File: config.mk
export PLATFORM = sky130hd
export DESIGN_NAME = fcs_top
export DESIGN_NICKNAME = d
export VERILOG_FILES = /design/src/rtl/fcs_pkg.sv /design/src/rtl/fcs_res_mem.sv /design/src/rtl/fcs_sync.sv /design/src/rtl/fcs_top.sv
export VERILOG_INCLUDE_DIRS = /design/src /design/src/rtl
export SDC_FILE = /design/constraint.sdc
export NUM_CORES = 1
export LEC_CHECK = 0
export BUFFER_PORTS_ARGS = -buffer_cell sky130_fd_sc_hd__buf_2
export CORE_ASPECT_RATIO = 1.5
export CORE_MARGIN = 1.5
export CORE_UTILIZATION = 53
export DETAILED_ROUTE_END_ITERATION = 6
export HOLD_SLACK_MARGIN = 0.05
export PLACE_DENSITY = 0.72
export SETUP_SLACK_MARGIN = 0.4
export SLEW_MARGIN = 25
export SYNTH_ARGS = -nofsm -noshare
export SYNTH_HDL_FRONTEND = slang
export SYNTH_SLANG_ARGS = --single-unit
File: constraint.sdc
create_clock -name clk -period 3.9 [get_ports clk]
set_input_delay 0.78 -clock clk [delete_from_list [all_inputs] [get_ports clk]]
set_output_delay 0.78 -clock clk [all_outputs]
set_load 0.01 [all_outputs]
File: src/rtl/fcs_consts.svh
// offsets, field positions, reset values and opcodes of the floppy command tail block
// Operation
// RULE1: decode offsets 0-5 and 7, split read/write
// RULE2: offset 0 reads snapshot of drive pins
// RULE3: status A layout follows compatibility mode
// RULE4: status A bit 7 is interrupt level
// RULE5: first mode bit 6: second drive absent
// RULE6: alternate mode bit 6: DMA request level
// RULE7: bit 0 direction, polarity per mode
// RULE8: first mode bit 2 true index level
// RULE9: alternate mode bit 2 inverted index
// RULE10: first mode bit 1 low when protected
// RULE11: alternate mode bit 1 high when protected
// RULE12: register dump returns ten internal values
// RULE13: invalid opcode returns single byte 80H
// RULE14: sense drive status: select byte, one result
// RULE15: queue disabled after reset, configure changes it
// RULE16: configure: zero byte, settings byte, precomp track
// RULE17: lock flag opcode bit 7, result bit 4
// RULE18: relative seek: direction bit 6, select, count
`ifndef FCS_CONSTS_SVH
`define FCS_CONSTS_SVH
`define FCS_OFS_PIN_A 3'h0
`define FCS_OFS_PIN_B 3'h1
`define FCS_OFS_DOUT 3'h2
`define FCS_OFS_TAPE 3'h3
`define FCS_OFS_MAIN 3'h4
`define FCS_OFS_DATA 3'h5
`define FCS_OFS_DIN 3'h7
`define FCS_OP_CONFIG 8'h13
`define FCS_OP_RSEEK 8'h8F
`define FCS_RSEEK_MASK 8'hBF
`define FCS_OP_DUMP 8'h0E
`define FCS_OP_PERP 8'h12
`define FCS_OP_LOCK 8'h14
`define FCS_LOCK_MASK 8'h7F
`define FCS_OP_SENSE 8'h04
`define FCS_OP_SPEC 8'h03
`define FCS_INVALID_ST0 8'h80
`define FCS_DUMP_LEN 4'hA
`define FCS_LOCK_BIT 7
`define FCS_DIR_BIT 6
`define FCS_SRESET_BIT 7
`define FCS_QDIS_RST 1'b1
`define FCS_THR_RST 4'h0
`define FCS_EOT_RST 8'h00
`endif

File: src/rtl/fcs_pkg.sv
// types shared by the floppy command tail block
`default_nettype none
package fcs_pkg;
   typedef enum logic [1:0] {ST_CMD, ST_PARAM, ST_LOAD, ST_RESULT} fcs_state_e;
   typedef enum logic [2:0] {K_INV, K_CFG, K_RSEEK, K_DUMP, K_PERP, K_LOCK, K_SENSE, K_SPEC} fcs_kind_e;
   typedef struct packed {
      logic index;
      logic write_prot;
      logic track0_n;
      logic disk_change;
      logic second_drive_absent;
      logic compat_alt;
   } fcs_pins_s;
   typedef struct packed {
      logic implied_seek_enable;
      logic qdis;
      logic poll;
      logic [3:0] thr;
      logic [7:0] precomp_start_track;
   } fcs_cfg_s;
endpackage
`default_nettype wire

File: src/rtl/fcs_res_mem.sv
// result byte store with registered read data
`default_nettype none
module fcs_res_mem
(
   input wire logic clk,
   input wire logic rst,
   input wire logic we,
   input wire logic [3:0] waddr,
   input wire logic [7:0] wdata,
   input wire logic [3:0] raddr,
   output logic [7:0] rdata_q
);
   logic [7:0] mem [16];
   always_ff @(posedge clk)
   begin
      if (we)
         mem[waddr] <= wdata;
   end
   always_ff @(posedge clk)
   begin
      if (rst)
         rdata_q <= 8'h00;
      else
         rdata_q <= mem[raddr];
   end
endmodule
`default_nettype wire

File: src/rtl/fcs_sync.sv
// two flip-flop synchroniser for drive pin levels
`default_nettype none
module fcs_sync #(parameter int W = 6)
(
   input wire logic clk,
   input wire logic rst,
   input wire logic [W-1:0] async_in,
   output logic [W-1:0] sync_out
);
   logic [W-1:0] meta_q;
   genvar i;
   generate
      for (i = 0; i < W; i++)
      begin : g_bit
         always_ff @(posedge clk)
         begin
            meta_q[i] <= rst ? 1'b0 : async_in[i];
            sync_out[i] <= rst ? 1'b0 : meta_q[i];
         end
      end
   endgenerate
endmodule
`default_nettype wire

File: src/rtl/fcs_top.sv
// floppy command tail interpreter with host register map on avalon-mm
//
// Implementation choice: register access over Avalon-MM.
`include "fcs_consts.svh"
`default_nettype none
module fcs_top
(
   input wire logic clk,
   input wire logic rst,
   input wire logic [2:0] avs_address,
   input wire logic avs_read,
   input wire logic avs_write,
   input wire logic [7:0] avs_writedata,
   output logic [7:0] avs_readdata,
   output logic avs_waitrequest,
   input wire logic index_pin,
   input wire logic write_prot_pin,
   input wire logic track0_n_pin,
   input wire logic disk_change_pin,
   input wire logic second_drive_absent,
   input wire logic compat_alt_pin,
   output logic irq,
   output logic dma_request_out,
   output logic step_inward,
   output logic head_select,
   output logic [1:0] drive_select,
   output logic [3:0] motor_enable
);
   // ----------------------------------------
   // decoding helpers
   // ----------------------------------------
   function automatic fcs_pkg::fcs_kind_e op_kind(input logic [7:0] op);
      if (op == `FCS_OP_CONFIG)
         return fcs_pkg::K_CFG;
      else if ((op & `FCS_RSEEK_MASK) == `FCS_OP_RSEEK)
         return fcs_pkg::K_RSEEK;
      else if (op == `FCS_OP_DUMP)
         return fcs_pkg::K_DUMP;
      else if (op == `FCS_OP_PERP)
         return fcs_pkg::K_PERP;
      else if ((op & `FCS_LOCK_MASK) == `FCS_OP_LOCK)
         return fcs_pkg::K_LOCK;
      else if (op == `FCS_OP_SENSE)
         return fcs_pkg::K_SENSE;
      else if (op == `FCS_OP_SPEC)
         return fcs_pkg::K_SPEC;
      else
         return fcs_pkg::K_INV;
   endfunction

   function automatic logic [1:0] param_cnt(input fcs_pkg::fcs_kind_e k);
      unique case (k)
         fcs_pkg::K_CFG: return 2'd3;
         fcs_pkg::K_RSEEK, fcs_pkg::K_SPEC: return 2'd2;
         fcs_pkg::K_PERP, fcs_pkg::K_SENSE: return 2'd1;
         fcs_pkg::K_INV, fcs_pkg::K_DUMP, fcs_pkg::K_LOCK: return 2'd0;
      endcase
   endfunction

   function automatic logic [3:0] result_len(input fcs_pkg::fcs_kind_e k);
      unique case (k)
         fcs_pkg::K_DUMP: return `FCS_DUMP_LEN;
         fcs_pkg::K_INV, fcs_pkg::K_LOCK, fcs_pkg::K_SENSE: return 4'h1;
         fcs_pkg::K_CFG, fcs_pkg::K_RSEEK, fcs_pkg::K_PERP, fcs_pkg::K_SPEC: return 4'h0;
      endcase
   endfunction

   // ----------------------------------------
   // state
   // ----------------------------------------
   fcs_pkg::fcs_pins_s pins_raw;
   fcs_pkg::fcs_pins_s pins;
   fcs_pkg::fcs_state_e st_q;
   fcs_pkg::fcs_kind_e kind_q;
   fcs_pkg::fcs_cfg_s cfg_q;
   logic [7:0] op_q;
   logic [7:0] p0_q;
   logic [7:0] p1_q;
   logic [1:0] pcnt_q;
   logic [3:0] len_q;
   logic [3:0] ld_idx_q;
   logic [3:0] rd_ptr_q;
   logic gap_q;
   logic wait_q;
   logic [7:0] rdata_q;
   logic irq_q;
   logic dma_q;
   logic dir_q;
   logic head_q;
   logic [2:0] sel_q;
   logic lock_q;
   logic [3:0] perp_q;
   logic gap_bit_q;
   logic wg_q;
   logic [3:0] srt_q;
   logic [3:0] hut_q;
   logic [6:0] hlt_q;
   logic nd_q;
   logic [7:0] eot_q;
   logic [7:0] pcn_q [4];
   logic [7:0] dout_q;
   logic [1:0] tape_q;
   logic [1:0] drate_q;
   logic noprec_q;
   logic [7:0] mem_rdata;

   assign pins_raw = '{index: index_pin, write_prot: write_prot_pin, track0_n: track0_n_pin,
                       disk_change: disk_change_pin, second_drive_absent: second_drive_absent,
                       compat_alt: compat_alt_pin};

   fcs_sync #(.W($bits(fcs_pkg::fcs_pins_s))) u_sync
   (
      .clk(clk),
      .rst(rst),
      .async_in(pins_raw),
      .sync_out(pins)
   );

   // ----------------------------------------
   // avalon slave handshake
   // ----------------------------------------
   wire req = avs_read | avs_write;
   wire hold = (st_q == fcs_pkg::ST_LOAD) | gap_q;
   wire accept = req & wait_q & ~hold;
   wire fire = req & ~wait_q;
   wire wr_fire = fire & avs_write;
   wire rd_fire = fire & avs_read;
   wire wr_data = wr_fire & (avs_address == `FCS_OFS_DATA); // [RULE1]
   wire wr_rate = wr_fire & (avs_address == `FCS_OFS_MAIN); // [RULE1]
   wire wr_cc = wr_fire & (avs_address == `FCS_OFS_DIN); // [RULE1]
   wire wr_dout = wr_fire & (avs_address == `FCS_OFS_DOUT);
   wire wr_tape = wr_fire & (avs_address == `FCS_OFS_TAPE);
   wire pop = rd_fire & (avs_address == `FCS_OFS_DATA) & (st_q == fcs_pkg::ST_RESULT);
   wire sreset = wr_rate & avs_writedata[`FCS_SRESET_BIT];

   // ----------------------------------------
   // command sequencing
   // ----------------------------------------
   wire [7:0] wd = avs_writedata;
   fcs_pkg::fcs_kind_e dec_kind;
   fcs_pkg::fcs_kind_e ex_kind;
   assign dec_kind = op_kind(wd);
   assign ex_kind = (st_q == fcs_pkg::ST_CMD) ? dec_kind : kind_q;
   wire [7:0] ex_op = (st_q == fcs_pkg::ST_CMD) ? wd : op_q;
   wire cmd_wr = wr_data & (st_q == fcs_pkg::ST_CMD);
   wire last_par = wr_data & (st_q == fcs_pkg::ST_PARAM) & (pcnt_q == param_cnt(kind_q) - 2'd1);
   wire exec = (cmd_wr & (param_cnt(dec_kind) == 2'd0)) | last_par;
   wire [3:0] ex_len = result_len(ex_kind);
   wire [1:0] rs_drv = p0_q[1:0];
   wire [7:0] rs_next = op_q[`FCS_DIR_BIT] ? pcn_q[rs_drv] + wd : pcn_q[rs_drv] - wd;

   always_ff @(posedge clk)
   begin
      if (rst | sreset)
      begin
         st_q <= fcs_pkg::ST_CMD;
         kind_q <= fcs_pkg::K_INV;
         op_q <= 8'h00;
         pcnt_q <= 2'd0;
         len_q <= 4'h0;
      end
      else if (exec)
      begin
         kind_q <= ex_kind;
         len_q <= ex_len;
         st_q <= (ex_len == 4'h0) ? fcs_pkg::ST_CMD : fcs_pkg::ST_LOAD;
      end
      else if (cmd_wr)
      begin
         kind_q <= dec_kind;
         op_q <= wd;
         pcnt_q <= 2'd0;
         st_q <= fcs_pkg::ST_PARAM;
      end
      else if (wr_data & (st_q == fcs_pkg::ST_PARAM))
         pcnt_q <= pcnt_q + 2'd1;
      else if ((st_q == fcs_pkg::ST_LOAD) & (ld_idx_q == len_q - 4'h1))
         st_q <= fcs_pkg::ST_RESULT;
      else if (pop & (rd_ptr_q == len_q - 4'h1))
         st_q <= fcs_pkg::ST_CMD;
   end

   // parameter capture, first two bytes
   always_ff @(posedge clk)
   begin
      if (rst)
      begin
         p0_q <= 8'h00;
         p1_q <= 8'h00;
      end
      else if (wr_data & (st_q == fcs_pkg::ST_PARAM) & (pcnt_q == 2'd0))
         p0_q <= wd;
      else if (wr_data & (st_q == fcs_pkg::ST_PARAM) & (pcnt_q == 2'd1))
         p1_q <= wd;
   end

   // ----------------------------------------
   // command effects
   // ----------------------------------------
   always_ff @(posedge clk)
   begin
      if (rst | (sreset & ~lock_q))
         cfg_q <= '{implied_seek_enable: 1'b0, qdis: `FCS_QDIS_RST, poll: 1'b0, thr: `FCS_THR_RST, precomp_start_track: 8'h00}; // [RULE15]
      else if (exec & (ex_kind == fcs_pkg::K_CFG))
         cfg_q <= '{implied_seek_enable: p1_q[6], qdis: p1_q[5], poll: p1_q[4], thr: p1_q[3:0], precomp_start_track: wd}; // [RULE16]
   end

   always_ff @(posedge clk)
   begin
      if (rst)
         lock_q <= 1'b0;
      else if (exec & (ex_kind == fcs_pkg::K_LOCK))
         lock_q <= ex_op[`FCS_LOCK_BIT]; // [RULE17]
   end

   always_ff @(posedge clk)
   begin
      if (rst)
      begin
         perp_q <= 4'h0;
         gap_bit_q <= 1'b0;
         wg_q <= 1'b0;
      end
      else if (exec & (ex_kind == fcs_pkg::K_PERP))
      begin
         if (wd[7])
            perp_q <= wd[5:2];
         gap_bit_q <= wd[1];
         wg_q <= wd[0];
      end
   end

   always_ff @(posedge clk)
   begin
      if (rst)
      begin
         srt_q <= 4'h0;
         hut_q <= 4'h0;
         hlt_q <= 7'h00;
         nd_q <= 1'b0;
         eot_q <= `FCS_EOT_RST;
      end
      else if (exec & (ex_kind == fcs_pkg::K_SPEC))
      begin
         srt_q <= p0_q[7:4];
         hut_q <= p0_q[3:0];
         hlt_q <= wd[7:1];
         nd_q <= wd[0];
      end
   end

   // relative seek moves the present cylinder at once and raises the interrupt
   genvar g;
   generate
      for (g = 0; g < 4; g++)
      begin : g_pcn
         always_ff @(posedge clk)
         begin
            if (rst)
               pcn_q[g] <= 8'h00;
            else if (exec & (ex_kind == fcs_pkg::K_RSEEK) & (rs_drv == 2'(g)))
               pcn_q[g] <= rs_next; // [RULE18]
         end
      end
   endgenerate

   always_ff @(posedge clk)
   begin
      if (rst)
      begin
         dir_q <= 1'b0;
         head_q <= 1'b0;
         sel_q <= 3'h0;
         irq_q <= 1'b0;
      end
      else if (exec & (ex_kind == fcs_pkg::K_RSEEK))
      begin
         dir_q <= op_q[`FCS_DIR_BIT]; // [RULE18]
         head_q <= p0_q[2];
         sel_q <= p0_q[2:0];
         irq_q <= 1'b1;
      end
      else if (exec & (ex_kind == fcs_pkg::K_SENSE))
         sel_q <= wd[2:0]; // [RULE14]
      else if (cmd_wr | sreset)
         irq_q <= 1'b0;
   end

   // ----------------------------------------
   // result loading
   // ----------------------------------------
   wire [7:0] st3 = {1'b0, pins.write_prot, 1'b1, ~pins.track0_n, 1'b1, sel_q}; // [RULE14]
   wire [7:0] dump_v [10];
   assign dump_v[0] = pcn_q[0]; // [RULE12]
   assign dump_v[1] = pcn_q[1];
   assign dump_v[2] = pcn_q[2];
   assign dump_v[3] = pcn_q[3];
   assign dump_v[4] = {srt_q, hut_q};
   assign dump_v[5] = {hlt_q, nd_q};
   assign dump_v[6] = eot_q;
   assign dump_v[7] = {lock_q, 1'b0, perp_q, gap_bit_q, wg_q};
   assign dump_v[8] = {1'b0, cfg_q.implied_seek_enable, cfg_q.qdis, cfg_q.poll, cfg_q.thr};
   assign dump_v[9] = cfg_q.precomp_start_track;
   wire [7:0] lock_res = {3'b000, lock_q, 4'h0}; // [RULE17]
   wire [7:0] res_byte = (kind_q == fcs_pkg::K_DUMP) ? dump_v[ld_idx_q] :
                         (kind_q == fcs_pkg::K_LOCK) ? lock_res :
                         (kind_q == fcs_pkg::K_SENSE) ? st3 :
                         `FCS_INVALID_ST0; // [RULE13]
   wire loading = (st_q == fcs_pkg::ST_LOAD);

   always_ff @(posedge clk)
   begin
      if (rst | exec)
      begin
         ld_idx_q <= 4'h0;
         rd_ptr_q <= 4'h0;
      end
      else
      begin
         if (loading)
            ld_idx_q <= ld_idx_q + 4'h1;
         if (pop)
            rd_ptr_q <= rd_ptr_q + 4'h1;
      end
   end

   fcs_res_mem u_mem
   (
      .clk(clk),
      .rst(rst),
      .we(loading),
      .waddr(ld_idx_q),
      .wdata(res_byte),
      .raddr(rd_ptr_q),
      .rdata_q(mem_rdata)
   );

   // ----------------------------------------
   // host side registers
   // ----------------------------------------
   always_ff @(posedge clk)
   begin
      if (rst)
      begin
         dout_q <= 8'h00;
         tape_q <= 2'b00;
         drate_q <= 2'b00;
         noprec_q <= 1'b0;
         dma_q <= 1'b0;
      end
      else
      begin
         if (wr_dout)
            dout_q <= wd;
         if (wr_tape)
            tape_q <= wd[1:0];
         if (wr_rate | wr_cc)
            drate_q <= wd[1:0];
         if (wr_cc)
            noprec_q <= wd[2];
      end
   end

   // ----------------------------------------
   // read selection
   // ----------------------------------------
   wire alt = pins.compat_alt;
   wire [7:0] pin_a_first = {irq_q, pins.second_drive_absent, 1'b0, pins.track0_n, head_q, pins.index,
                             ~pins.write_prot, dir_q}; // [RULE4] [RULE5] [RULE8] [RULE10] [RULE7]
   wire [7:0] pin_a_alt = {irq_q, dma_q, 1'b0, ~pins.track0_n, ~head_q, ~pins.index,
                           pins.write_prot, ~dir_q}; // [RULE4] [RULE6] [RULE9] [RULE11] [RULE7]
   wire [7:0] pin_a = alt ? pin_a_alt : pin_a_first; // [RULE2] [RULE3]
   wire [7:0] pin_b = {2'b11, dout_q[0], 3'b000, dout_q[5], dout_q[4]};
   wire high_dens = (drate_q == 2'b01) | (drate_q == 2'b10);
   wire [7:0] din_first = {pins.disk_change, 4'hF, drate_q, high_dens};
   wire [7:0] din_alt = {~pins.disk_change, 3'b111, dout_q[3], noprec_q, drate_q};
   wire busy = (st_q != fcs_pkg::ST_CMD);
   wire [7:0] main_st = {~loading, st_q == fcs_pkg::ST_RESULT, 1'b0, busy, 4'h0};
   wire [7:0] rd_mux = (avs_address == `FCS_OFS_PIN_A) ? pin_a :
                       (avs_address == `FCS_OFS_PIN_B) ? pin_b :
                       (avs_address == `FCS_OFS_TAPE) ? {6'h00, tape_q} :
                       (avs_address == `FCS_OFS_MAIN) ? main_st :
                       (avs_address == `FCS_OFS_DATA) ? mem_rdata :
                       (avs_address == `FCS_OFS_DIN) ? (alt ? din_alt : din_first) :
                       8'h00; // [RULE1]

   always_ff @(posedge clk)
   begin
      if (rst)
      begin
         wait_q <= 1'b1;
         rdata_q <= 8'h00;
         gap_q <= 1'b0;
      end
      else
      begin
         wait_q <= ~accept;
         gap_q <= pop | loading;
         if (accept & avs_read)
            rdata_q <= rd_mux;
      end
   end

   // ----------------------------------------
   // outputs
   // ----------------------------------------
   assign avs_readdata = rdata_q;
   assign avs_waitrequest = wait_q;
   assign irq = irq_q;
   assign dma_request_out = dma_q;
   assign step_inward = dir_q;
   assign head_select = head_q;
   assign drive_select = dout_q[1:0];
   assign motor_enable = dout_q[7:4];
endmodule
`default_nettype wire

Word level (Yosys, flattened, before mapping)
Memories as Yosys holds them, arrays and structs flattened. A register that Yosys moved wholly into a read port is not among the register bits. Index checks and enable logic that the tools add are counted. W data, S select, Z words.

Flip-flop bits (word level): 121. RAM bits: 160. Bits in read-only memories: 56. Bits of input ports: 21. Output and inout port bits: 19. Memories: 5.

$add $sub $neg: 7. Order comparisons: 1. Eq/ne operators: 36. Multiplexer cells: 63. Bitwise gates (word level): 61. Reduce and logical (&&, ||, !) cells: 18.

Memory list: u_mem.mem (words 16, width 8, rd ports 1, clocked after Yosys merged registers in 1, wr ports 1, line fcs_res_mem.sv:13) `logic [7:0] mem [16];`; pcn_q (words 4, width 8, rd ports 5, clocked after Yosys merged registers in 1, wr ports 4, line fcs_top.sv:100) `logic [7:0] pcn_q [4];`; (name not given) (words 8, width 3, rd ports 1, clocked after Yosys merged registers in 0, wr ports 0, line fcs_top.sv:61) `unique case (k)`; (name not given) (words 8, width 2, rd ports 1, clocked after Yosys merged registers in 0, wr ports 0, line fcs_top.sv:52) `unique case (k)`; (name not given) (words 8, width 2, rd ports 1, clocked after Yosys merged registers in 1, wr ports 0, line fcs_top.sv:52).

Operators by type and width (count): $mux W8 (18); $mux W3 (14); $and A1 B1 Y1 (33); $bmux W8 S4 (1); $eq A3 B3 Y1 const B (9); $mux W2 (10); $mux W1 (19); $eq A8 B5 Y1 const B (2); $or A1 B1 Y1 (14); $not A1 Y1 (13); $eq A3 B2 Y1 const B (4); $reduce_and A2 Y1 (6); $eq A2 B2 Y1 const B (5); $reduce_bool A2 Y1 (5); $add A4 B1 Y4 const B (2); $add A8 B8 Y8 (1); $eq A2 B1 Y1 const B (4); $eq A4 B4 Y1 (2); $eq A8 B2 Y1 const B (1); $eq A8 B3 Y1 const B (1); $eq A8 B4 Y1 const B (1); $logic_not A2 Y1 (4); $sub A8 B8 Y8 (1); $eq A7 B5 Y1 const B (1); other kinds (14) (15).

Longest topological paths before layout
Gate-level depths: netlist (run 1). An unclocked memory read counts as a cell.

Depth in word-level cells: 18. Mapped depth: 18. Mapped depth without buffers: 17.

Modules after synthesis
From an unflattened synthesis (run 1), not the netlist that was laid out.

Cells, all modules: 1072. Area total of the unflattened synthesis: 13075.0 µm².

By module, submodules not included: fcs_top (instances 1, cells an instance 788, area an instance 7425.9 µm²); fcs_res_mem (instances 1, cells an instance 259, area an instance 5282.6 µm²); fcs_sync (instances 1, cells an instance 25, area an instance 366.6 µm²).

Worst setup path before layout (run 1)
OpenSTA, ideal clock, no wires.

Path kind: input to register. From: in avs_writedata[0]. To: reg with a tool-made name. Setup time: 121 ps. Data arrival time: 3996 ps. Setup slack: -217 ps. Stages on the path: 17. Path buffers: 1. Path through: clkbuf_1 > inv_1 > ha_1 > mux2_2 > nor2_1 > a2111oi_0 > or2_2 > inv_1 > ha_1 > nor2b_1 > o21ai_0 > o311ai_4 > o21a_2 > a211oi_1 > nor2_1 > ha_1 > mux2_2.

RTL lines: start: declaration (line fcs_top.sv:13) `input wire logic [7:0] avs_writedata,`.

==> results of run 1 <==
[cell type report]
cell class                      instances  area (sq um)
Clock inverter                         16           165
Fill cell                            1890          9290
Tap cell                              319           399
Timing Repair Buffer                   77           508
Clock buffer                           33           728
Sequential cell                       284          7290
Inverter                               22          92.6
Multi-Input combinational cell        659          5360
[report_power, final]
group / switching (mW) / internal, mW
Combinational: 0.180 / 0.104
Sequential: 0.0193 / 3.16
Clock: 1.14 / 1.48
Total: 1.33 / 4.75
[cell families after synthesis]
logic type	count (synthesis)	synth area share [%]
xor+xnor	34	2.30
mux	142	16.6
fa+ha+maj	28	2.77
simple gates	321	11.6
other cells	1	0.0290
compound gates	133	7.19
buf+inv	95	3.16
flops	284	56.4
[metrics by stage]
stage	area (sq um)	instances	setup WS, ns	hold WS (ns)	total power, mW
3_3_place_gp	13600	1360	0.148	0.432	3.52
2_1_floorplan	13100	1038	0.303	0.414	3.44
4_1_cts	14500	1409	0.568	0.411	6.11
5_1_grt	14500	1410	0.470	0.419	6.26
3_5_place_dp	13600	1360	0.0796	0.424	3.53
6_report	14500	1410	0.644	0.426	6.08
[worst max-delay path, stage by stage]
cell	delay [ns]
buf_2	0.19
inv_4	0.08
ha_4	0.19
mux2_4	0.28
nor2_4	0.13
a2111oi_4	0.04
or2_4	0.29
inv_2	0.07
ha_4	0.19
nor2b_4	0.13
o311ai_4	0.09
o311ai_4	0.20
o21a_2	0.26
a211oi_2	0.23
nor2_1	0.11
ha_2	0.19
mux2_2	0.25
[state kept, by name (all words and copies together), names as in the netlist, 7 cells and up, named ones only]
signal / flops
u_mem.mem: 128
pcn_q: 32
cfg_q: 15
avs_readdata: 8
p0_q: 8
u_mem.rdata_q: 8
dout_q: 7
hlt_q: 7
p1_q: 7
[repair_timing]
item,CTS,global route
setup endpoints to repair,0,1
buffers inserted,0,1
hold buffers,0,0
[cells in the final DEF (no fill, tap or decap), types with 7 or more instances in the layout]
master / count
edfxtp_1: 160
a21oi_1: 41
ha_1: 23
dfxtp_1: 123
inv_1: 19
o21ai_0: 16
nor3_1: 13
nor2_1: 183
buf_2: 38
o211ai_1: 7
nand2_1: 32
xor2_1: 20
mux4_2: 57
nand2b_1: 7
mux2i_1: 78
buf_4: 37
nand3_1: 8
clkbuf_16: 27
nor2b_1: 30
xnor2_1: 14
[worst paths after layout]
check,slack (ns),startpoint,depth (start not counted),end
setup / recovery,0.64,avs_writedata[1],17,flip-flop
hold / removal,0.43,index_pin,2,u_sync.meta_q[5]$_SDFF_PP0_
setup reg to reg,0.73,flip-flop,9,pcn_q[3][7]$_SDFFCE_PN0P_
hold reg to reg,0.44,u_sync.meta_q[4]$_SDFF_PP0_,1,u_sync.sync_out[4]$_SDFF_PP0_
[layer usage]
metal | vias to the layer above | global-route usage [%]
met2 | 248 | 41.8
met5 | - | 0
met3 | 78 | 2.84
met4 | 0 | 11.3
li1 | 3863 | -
met1 | 4160 | 29.3
==> flow_summary.yaml, run 1 <==
flow_run:
  maxCapViolCount: 0
worst_setup_path:
  cp.arrival_ns: 3.70
  required_ns: 4.34
  path_class: "primary input to flip-flop"
  endpoint_kind: "flip-flop"
  critPathMaxFanout: 7
  critPathLaunchType: "primary input"
sta:
  fmax_mhz: 307
  rsz0062_at_grt: "no"
  setup_viol: 0
  skew_ns: 0.0286
  period_share_pct: 83.5
  drv_slew: 0
  final-hold-violation-count: 0
  worstMarginPinSlew_ns: 0.801
  fin_tns_setup_ns: 0
  maxSlewHeadroom_pct: 45.2
  finalCriticalPeriod_ns: 3.26
cts:
  tritoncts.num_buffers: 27
  clock_latency_ns: 0.56
  clk_pin_slew_worst_paths_ns: 0.07
  cts-root-buf: "clkbuf_16"
  cts_tree: "done"
  cts-resized-gates: 0
  numClockSinks: 284
  htree_levels: 1
  cts_max_path_buffers: 3
synthesis:
  syn-cell-area_sq_um: 12900
  synthCells: 1038
  synth_seq_area_share_pct: 56.4
  synth_top_area_share_pct: 37.2
  yosys_warnings: 0
  synth-seq-cells: 284
  synth_edf_count: 160
  synth.most_common_cell: "nor2_1"
  synth.avg_cell_area_sq_um: 12.5
  synth.area.top_cells: "edfxtp_1, dfxtp_1, mux4_2"
  synth_top_cell_by_area: "edfxtp_1"
  synth_common_cells: "nor2_1, edfxtp_1, dfxtp_1, mux2i_1, mux4_2"
  synth_nets: 1087
  synth.distinct_cells: 70
  postSynth.asyncResetShare_pct: 0
  synthFlopType: "edfxtp_1"
power:
  powerDensity_nw_per_um2: 418
  vdd_drop_max_uv: 435
  p_leak_nw: 5.25
placed_design:
  gp_congestion: 0.882
  port_buffers: 38
  dp_hpwl_um: 21100
routing:
  vias_per_cell: 5.92
  drt_pass1_iterations: 5
  detail-route-antenna-nets: 0
  routed_wl_um: 29600
  vias: 8349
  wl_met2_um: 15500
  dr.max_layer_used: "met4"
  drt_iter0_drc: 650
  drcViolationCount: 0
  wl_per_cell_um: 21.0
  dr_wl_met3_um: 1220
  wl_met1_um: 11500
grt:
  grt-ovfl-total: 0
  grt_pass1_wl_um: 46600
  grt_usage_pct: 24.0
  grt_pass1_vias: 8488
  antenna_found_initial: 0
  grt_max_degree: 54
floorplan:
  core-area_sq_um: 23800
  die_h_um: 194
  start_util_pct: 54.3
  num_io_pins: 40
  rows: 69
  die-area_sq_um: 25400
  die_x_um: 131
outcome:
  status: "finished clean"
cells_and_area:
  diodes: 0
  area_delta_synth_final_pct: 12.5
  drive_gt1_share_pct: 20.4
  nets: 1120
  postLayoutCoreUtil_pct: 61.0
worst_hold_path:
  hold_class: "primary input to flip-flop"
No activity file was read; power rests on OpenSTA's default activity.
==> run 2: changes to the inputs <==
--- a/config.mk
+++ b/config.mk
@@ -12,7 +12,7 @@
 export CORE_UTILIZATION = 53
 export DETAILED_ROUTE_END_ITERATION = 6
 export HOLD_SLACK_MARGIN = 0.05
-export PLACE_DENSITY = 0.72
+export PLACE_DENSITY = 0.7
 export SETUP_SLACK_MARGIN = 0.4
 export SLEW_MARGIN = 25
 export SYNTH_ARGS = -nofsm -noshare
==> constraint.sdc (replaced) <==
create_clock -name clk -period 3.1 [get_ports clk]
set_input_delay 0.62 -clock clk [delete_from_list [all_inputs] [get_ports clk]]
set_output_delay 0.62 -clock clk [all_outputs]
set_load 0.01 [all_outputs]
==> flow_summary.yaml, run 2 (same netlist as run 1, synthesis figures left out) <==
cts:
  clk_pin_slew_worst_paths_ns: 0.06
  numClockSinks: 284
  clock_latency_ns: 0.54
  cts-root-buf: "clkbuf_16"
  htree_levels: 1
  cts_hold_buf: 0
  tritoncts.num_buffers: 27
  cts_max_path_buffers: 3
  cts_tree: "done"
sta:
  rsz0062_at_grt: "yes"
  drv_slew: 0
  setup_viol: 0
  finalCriticalPeriod_ns: 2.86
  period_share_pct: 92.3
  final-hold-violation-count: 0
  skew_ns: 0.0161
  maxSlewHeadroom_pct: 44.6
  fmax_mhz: 350
  fin_tns_setup_ns: 0
  worstMarginPinSlew_ns: 0.828
floorplan:
  die_h_um: 194
  core-area_sq_um: 23800
  num_io_pins: 40
  die_x_um: 131
  die-area_sq_um: 25400
  start_util_pct: 54.3
  rows: 69
cells_and_area:
  final_cell_mix: "edfxtp_1, nor2_1, dfxtp_1"
  final_area_sq_um: 15500
  drive_gt1_share_pct: 29.5
  final_common_cell: "edfxtp_1"
  regMostFlops: "u_mem.mem"
  nets: 1200
  postLayoutCoreUtil_pct: 65.2
  area_delta_synth_final_pct: 20.2
  largest_reg_flops: 128
  diodes: 0
  stdcell_count: 1490
  reg_top3: "u_mem.mem: 128 flops, pcn_q: 32 flops, cfg_q: 15 flops"
worst_hold_path:
  hold_class: "primary input to flip-flop"
  whs_path_depth: 2
  hold_start: "index_pin"
  holdPathEnd: "u_sync.meta_q[5]$_SDFF_PP0_"
worst_setup_path:
  reg2regPathDepth: 10
  critPathLaunchType: "primary input"
  path_class: "primary input to flip-flop"
  critPathMaxFanout: 8
  required_ns: 3.52
  endpoint_kind: "flip-flop"
  r2r_slack_ns: 0.35
  crit_path_start: "avs_writedata[0]"
  cp.arrival_ns: 3.28
  rr_endpoint: "pcn_q[2][6]$_SDFFCE_PN0P_"
power:
  powerDensity_nw_per_um2: 496
  finalPower_mw: 7.71
  vdd_drop_max_uv: 556
  p_leak_nw: 5.80
flow_run:
  maxCapViolCount: 0
routing:
  detail-route-antenna-nets: 0
  drt_iter0_drc: 504
  drt_pass1_iterations: 5
  routed_wl_um: 30500
  drcViolationCount: 0
  wl_per_cell_um: 20.5
  vias: 8519
  vias_per_cell: 5.72
grt:
  grt_pass1_wl_um: 47500
  grt-ovfl-total: 0
  grt_pass1_vias: 8713
  use_met1_pct: 29.1
  grt_max_degree: 41
  busiest_layer: "met2"
  grt_util_met3_pct: 2.87
  grt.met2_usage_pct: 44.4
  antenna_found_initial: 0
  grt_usage_pct: 24.6
placed_design:
  port_buffers: 38
  placed_cell_area_sq_um: 14200
  dp_cells: 1426
  dp_hpwl_um: 21600
  gp_congestion: 0.850
outcome:
  status: "finished clean"
-- run 2: changes by cell type in the layout (fill, tap and decap cells not counted), sizes merged --
cell	previous run	this run
inv	24	23
bufinv	2	1
clkinv	11	8
buf	77	156
clkbuf	33	36
clkinvlp	1	4
-- run 2: layer usage --
metal,part of all wire (%),up-vias,wire length (um)
met5,0,-,0
met4,4.5,0,1370
met3,3.9,65,1180
met2,53,198,16200
met1,38,4244,11700
li1,-,4012,-
-- run 2: how the worst max path moves through the flow --
stage	endpoint	slack (ns)	cells after the start
final	cfg_q[9]$_SDFFE_PP0P_	0.24	18
after global routing	cfg_q[9]$_SDFFE_PP0P_	0.12	18
after CTS	cfg_q[5]$_SDFFE_PP0P_	0.24	18
after detailed placement	flip-flop	-0.42	16
after global placement	flip-flop	-0.37	16
after floorplan	flip-flop	-0.34	17
-- run 2: power by group --
group | internal (mW) | switching, mW | total (mW)
clock network | 1.84 | 1.39 | 3.22
logic | 0.207 | 0.272 | 0.480
registers | 3.98 | 0.0240 | 4.00
total | 6.02 | 1.68 | 7.71
-- run 2: final cells by class --
class / instances / area (sq um)
multi-input combinational: 659 / 5650
inverter: 22 / 97.6
fill: 1774 / 8290
clock inverter: 14 / 109
clock buffer: 35 / 769
sequential: 284 / 7290
timing repair buffer: 157 / 1220
tap: 319 / 399
-- run 2: what timing repair did --
action	4_1_cts	5_1_grt
gates cloned	1	0
resized for setup	31	48
setup buffers	12	2
pin swaps	30	35
setup endpoints to repair	117	128
endpoints found under the hold margin	0	0
-- run 2: through the flow --
step / hold slack, ns / setup WS, ns
4_1_cts: 0.277 / 0.240
5_1_grt: 0.308 / 0.124
2_1_floorplan: 0.414 / -0.337
3_5_place_dp: 0.425 / -0.420
6_report: 0.296 / 0.240
3_3_place_gp: 0.421 / -0.366
-- run 2: critical path, cell delays in order --
cell       delay [ns]
buf_12           0.11
inv_8            0.05
ha_4             0.12
mux2_4           0.16
nor2_4           0.04
a2111oi_4        0.30
or2_4            0.19
inv_4            0.04
ha_4             0.24
nor2b_4          0.17
o311ai_4         0.12
o311ai_4         0.10
buf_4            0.17
buf_6            0.10
o2111a_2         0.28
clkbuf_16        0.19
mux2i_2          0.20
nor2_1           0.06
==> run 3: changes to the inputs <==
--- a/config.mk
+++ b/config.mk
@@ -17,4 +17,5 @@
 export SLEW_MARGIN = 25
 export SYNTH_ARGS = -nofsm -noshare
 export SYNTH_HDL_FRONTEND = slang
+export SYNTH_HIERARCHICAL = 1
 export SYNTH_SLANG_ARGS = --single-unit
==> flow_summary.yaml, run 3 <==
power:
  finalPower_mw: 7.48
  p_leak_nw: 5.50
  vdd_drop_max_uv: 600
  powerDensity_nw_per_um2: 461
routing:
  routed_wl_um: 33500
  vias: 9185
  detail-route-antenna-nets: 0
  drt_pass1_iterations: 5
  wl_per_cell_um: 21.3
  drcViolationCount: 0
  vias_per_cell: 5.86
  drt_iter0_drc: 669
sta:
  finalCriticalPeriod_ns: 3.15
  final-hold-violation-count: 0
  period_share_pct: 101
  skew_ns: 0.0304
  worstMarginPinSlew_ns: 0.970
  rsz0062_at_grt: "yes"
  setup_ws_ns: -0.0458
  fin_tns_setup_ns: -0.418
  drv_slew: 0
  maxSlewHeadroom_pct: 34.8
  setup_viol: 30
  timing.hold.ws_ns: 0.278
  fmax_mhz: 318
cts:
  htree_levels: 1
  tritoncts.num_buffers: 26
  cts-root-buf: "clkbuf_16"
  cts_hold_buf: 0
  clk_pin_slew_worst_paths_ns: 0.07
  cts_max_path_buffers: 3
  numClockSinks: 284
  clock_latency_ns: 0.55
  cts_tree: "done"
synthesis:
  synth.most_common_cell: "edfxtp_1"
  syn-cell-area_sq_um: 13100
  postSynth.asyncResetShare_pct: 0
  synth.avg_cell_area_sq_um: 12.2
  synth_top_cell_by_area: "edfxtp_1"
  synthFlopType: "edfxtp_1"
  synth_nets: 1118
  yosys_warnings: 6
  synth-seq-cells: 284
  synth.area.top_cells: "edfxtp_1, dfxtp_1, mux2i_1"
  synthCells: 1072
  synth.distinct_cells: 77
  synth_edf_count: 160
  synth_seq_area_share_pct: 55.7
  synth_top_area_share_pct: 36.7
  synth_common_cells: "edfxtp_1, nor2_1, dfxtp_1, mux2i_1, nand2_1"
cells_and_area:
  drive_gt1_share_pct: 31.7
  final_cell_mix: "edfxtp_1, dfxtp_1, nor2_1"
  final_area_sq_um: 16200
  regMostFlops: "u_mem/mem"
  reg_top3: "u_mem/mem: 128 flops, pcn_q: 32 flops, cfg_q: 15 flops"
  final_common_cell: "edfxtp_1"
  largest_reg_flops: 128
  area_delta_synth_final_pct: 24.3
  nets: 1269
worst_setup_path:
  r2r_slack_ns: 0.27
  r2r_start: "pcn_q[1][0]$_SDFFCE_PN0P_"
  rr_endpoint: "pcn_q[3][6]$_SDFFCE_PN0P_"
  cp.arrival_ns: 3.56
  critPathMaxFanout: 8
  reg2regPathDepth: 10
  endpoint_kind: "flip-flop"
  required_ns: 3.52
  path_class: "primary input to flip-flop"
  critPathLaunchType: "primary input"
placed_design:
  placed_cell_area_sq_um: 14400
  dp_hpwl_um: 22900
  gp_congestion: 0.945
  port_buffers: 38
floorplan:
  core-area_sq_um: 24300
  die_x_um: 131
  die-area_sq_um: 25600
  start_util_pct: 53.7
  rows: 70
  die_h_um: 195
  num_io_pins: 40
grt:
  grt_max_degree: 48
  grt_pass1_wl_um: 50900
  grt_usage_pct: 25.6
  grt-ovfl-total: 0
  grt_pass1_vias: 9236
  antenna_found_initial: 2
worst_hold_path:
  holdPathEnd: "u_sync/meta_q[2]$_SDFF_PP0_"
  hold_start: "disk_change_pin"
  whs_path_depth: 2
  hold_class: "primary input to flip-flop"
outcome:
  status: "finished, violations left"
  violations: "negative setup slack"
flow_run:
  maxCapViolCount: 0
-- run 3: layout make-up --
| cell class | count | area (sq um) |
|---|---|---|
| clock inverters | 15 | 114 |
| clock buffers | 32 | 673 |
| repair buffers | 193 | 1670 |
| inverters | 20 | 82.6 |
| well taps | 324 | 405 |
| fillers | 1805 | 8100 |
| flip-flops and latches | 284 | 7300 |
| multi-input cells | 698 | 6010 |
| diodes | 2 | 5.00 |
-- run 3: cell families after synthesis --
logic type,count (synthesis),share of synthesized area (%)
other,1,0.0287
and+or+nand+nor,324,12.0
muxes,143,15.4
buffers and inverters,90,3.30
adders and majority gates,25,2.45
DFF,284,55.7
AOI/OAI and AO/OA,171,8.85
xor gates and xnor gates,34,2.28
-- run 3: how the worst max path moves through the flow --
stage	startpoint	endpoint	slack [ns]	cells after the start
after floorplan	avs_writedata[1]	hut_q[0]$_SDFFE_PP0P_	-0.66	16
after global placement	avs_writedata[0]	pcn_q[0][5]$_SDFFCE_PN0P_	-0.78	13
after detailed placement	avs_writedata[0]	pcn_q[0][5]$_SDFFCE_PN0P_	-0.85	13
after CTS	avs_writedata[1]	srt_q[0]$_SDFFE_PP0P_	-0.01	19
after global routing	avs_writedata[0]	nd_q$_SDFFE_PP0P_	-0.18	16
final	avs_writedata[0]	srt_q[2]$_SDFFE_PP0P_	-0.05	16
-- run 3: per-stage QoR --
stage               util (%)  worst slack (ns)  cells
global route            66.7            -0.180   1567
global placement        59.0            -0.784   1480
floorplan                  -            -0.661   1072
detailed placement      59.0            -0.849   1480
CTS                     64.8           -0.0128   1557
finish                  66.7           -0.0458   1568
-- run 3: report_power, final --
part | total [mW] | internal [mW] | switching (mW)
Combinational | 0.485 | 0.208 | 0.278
Clock | 2.99 | 1.63 | 1.36
Sequential | 4.01 | 3.98 | 0.0275
-- run 3: critical path, cell delays in order --
cell,delay (ns)
buf_12,0.11
ha_4,0.16
nor4b_4,0.13
a21boi_1,0.21
o32a_1,0.22
inv_2,0.07
ha_4,0.16
or4_4,0.40
o31a_1,0.14
mux2_4,0.30
buf_6,0.13
a2111oi_4,0.31
buf_6,0.19
buf_12,0.14
mux2i_2,0.20
nor2_1,0.06
-- run 3: layer usage --
metal	up-vias	part of all wire (%)	track usage [%]
li1	4288	-	-
met1	4497	37	28.4
met2	294	53	46.7
met3	106	4.3	3.27
met4	0	6.3	15.8
met5	-	0	0
-- run 3: timing repair --
action,4_1_cts,5_1_grt
endpoints found under the setup margin,127,135
setup buffers,29,8
gates resized for setup,73,80
endpoints found under the hold margin,0,0
pin swaps,40,37
cloned,1,1
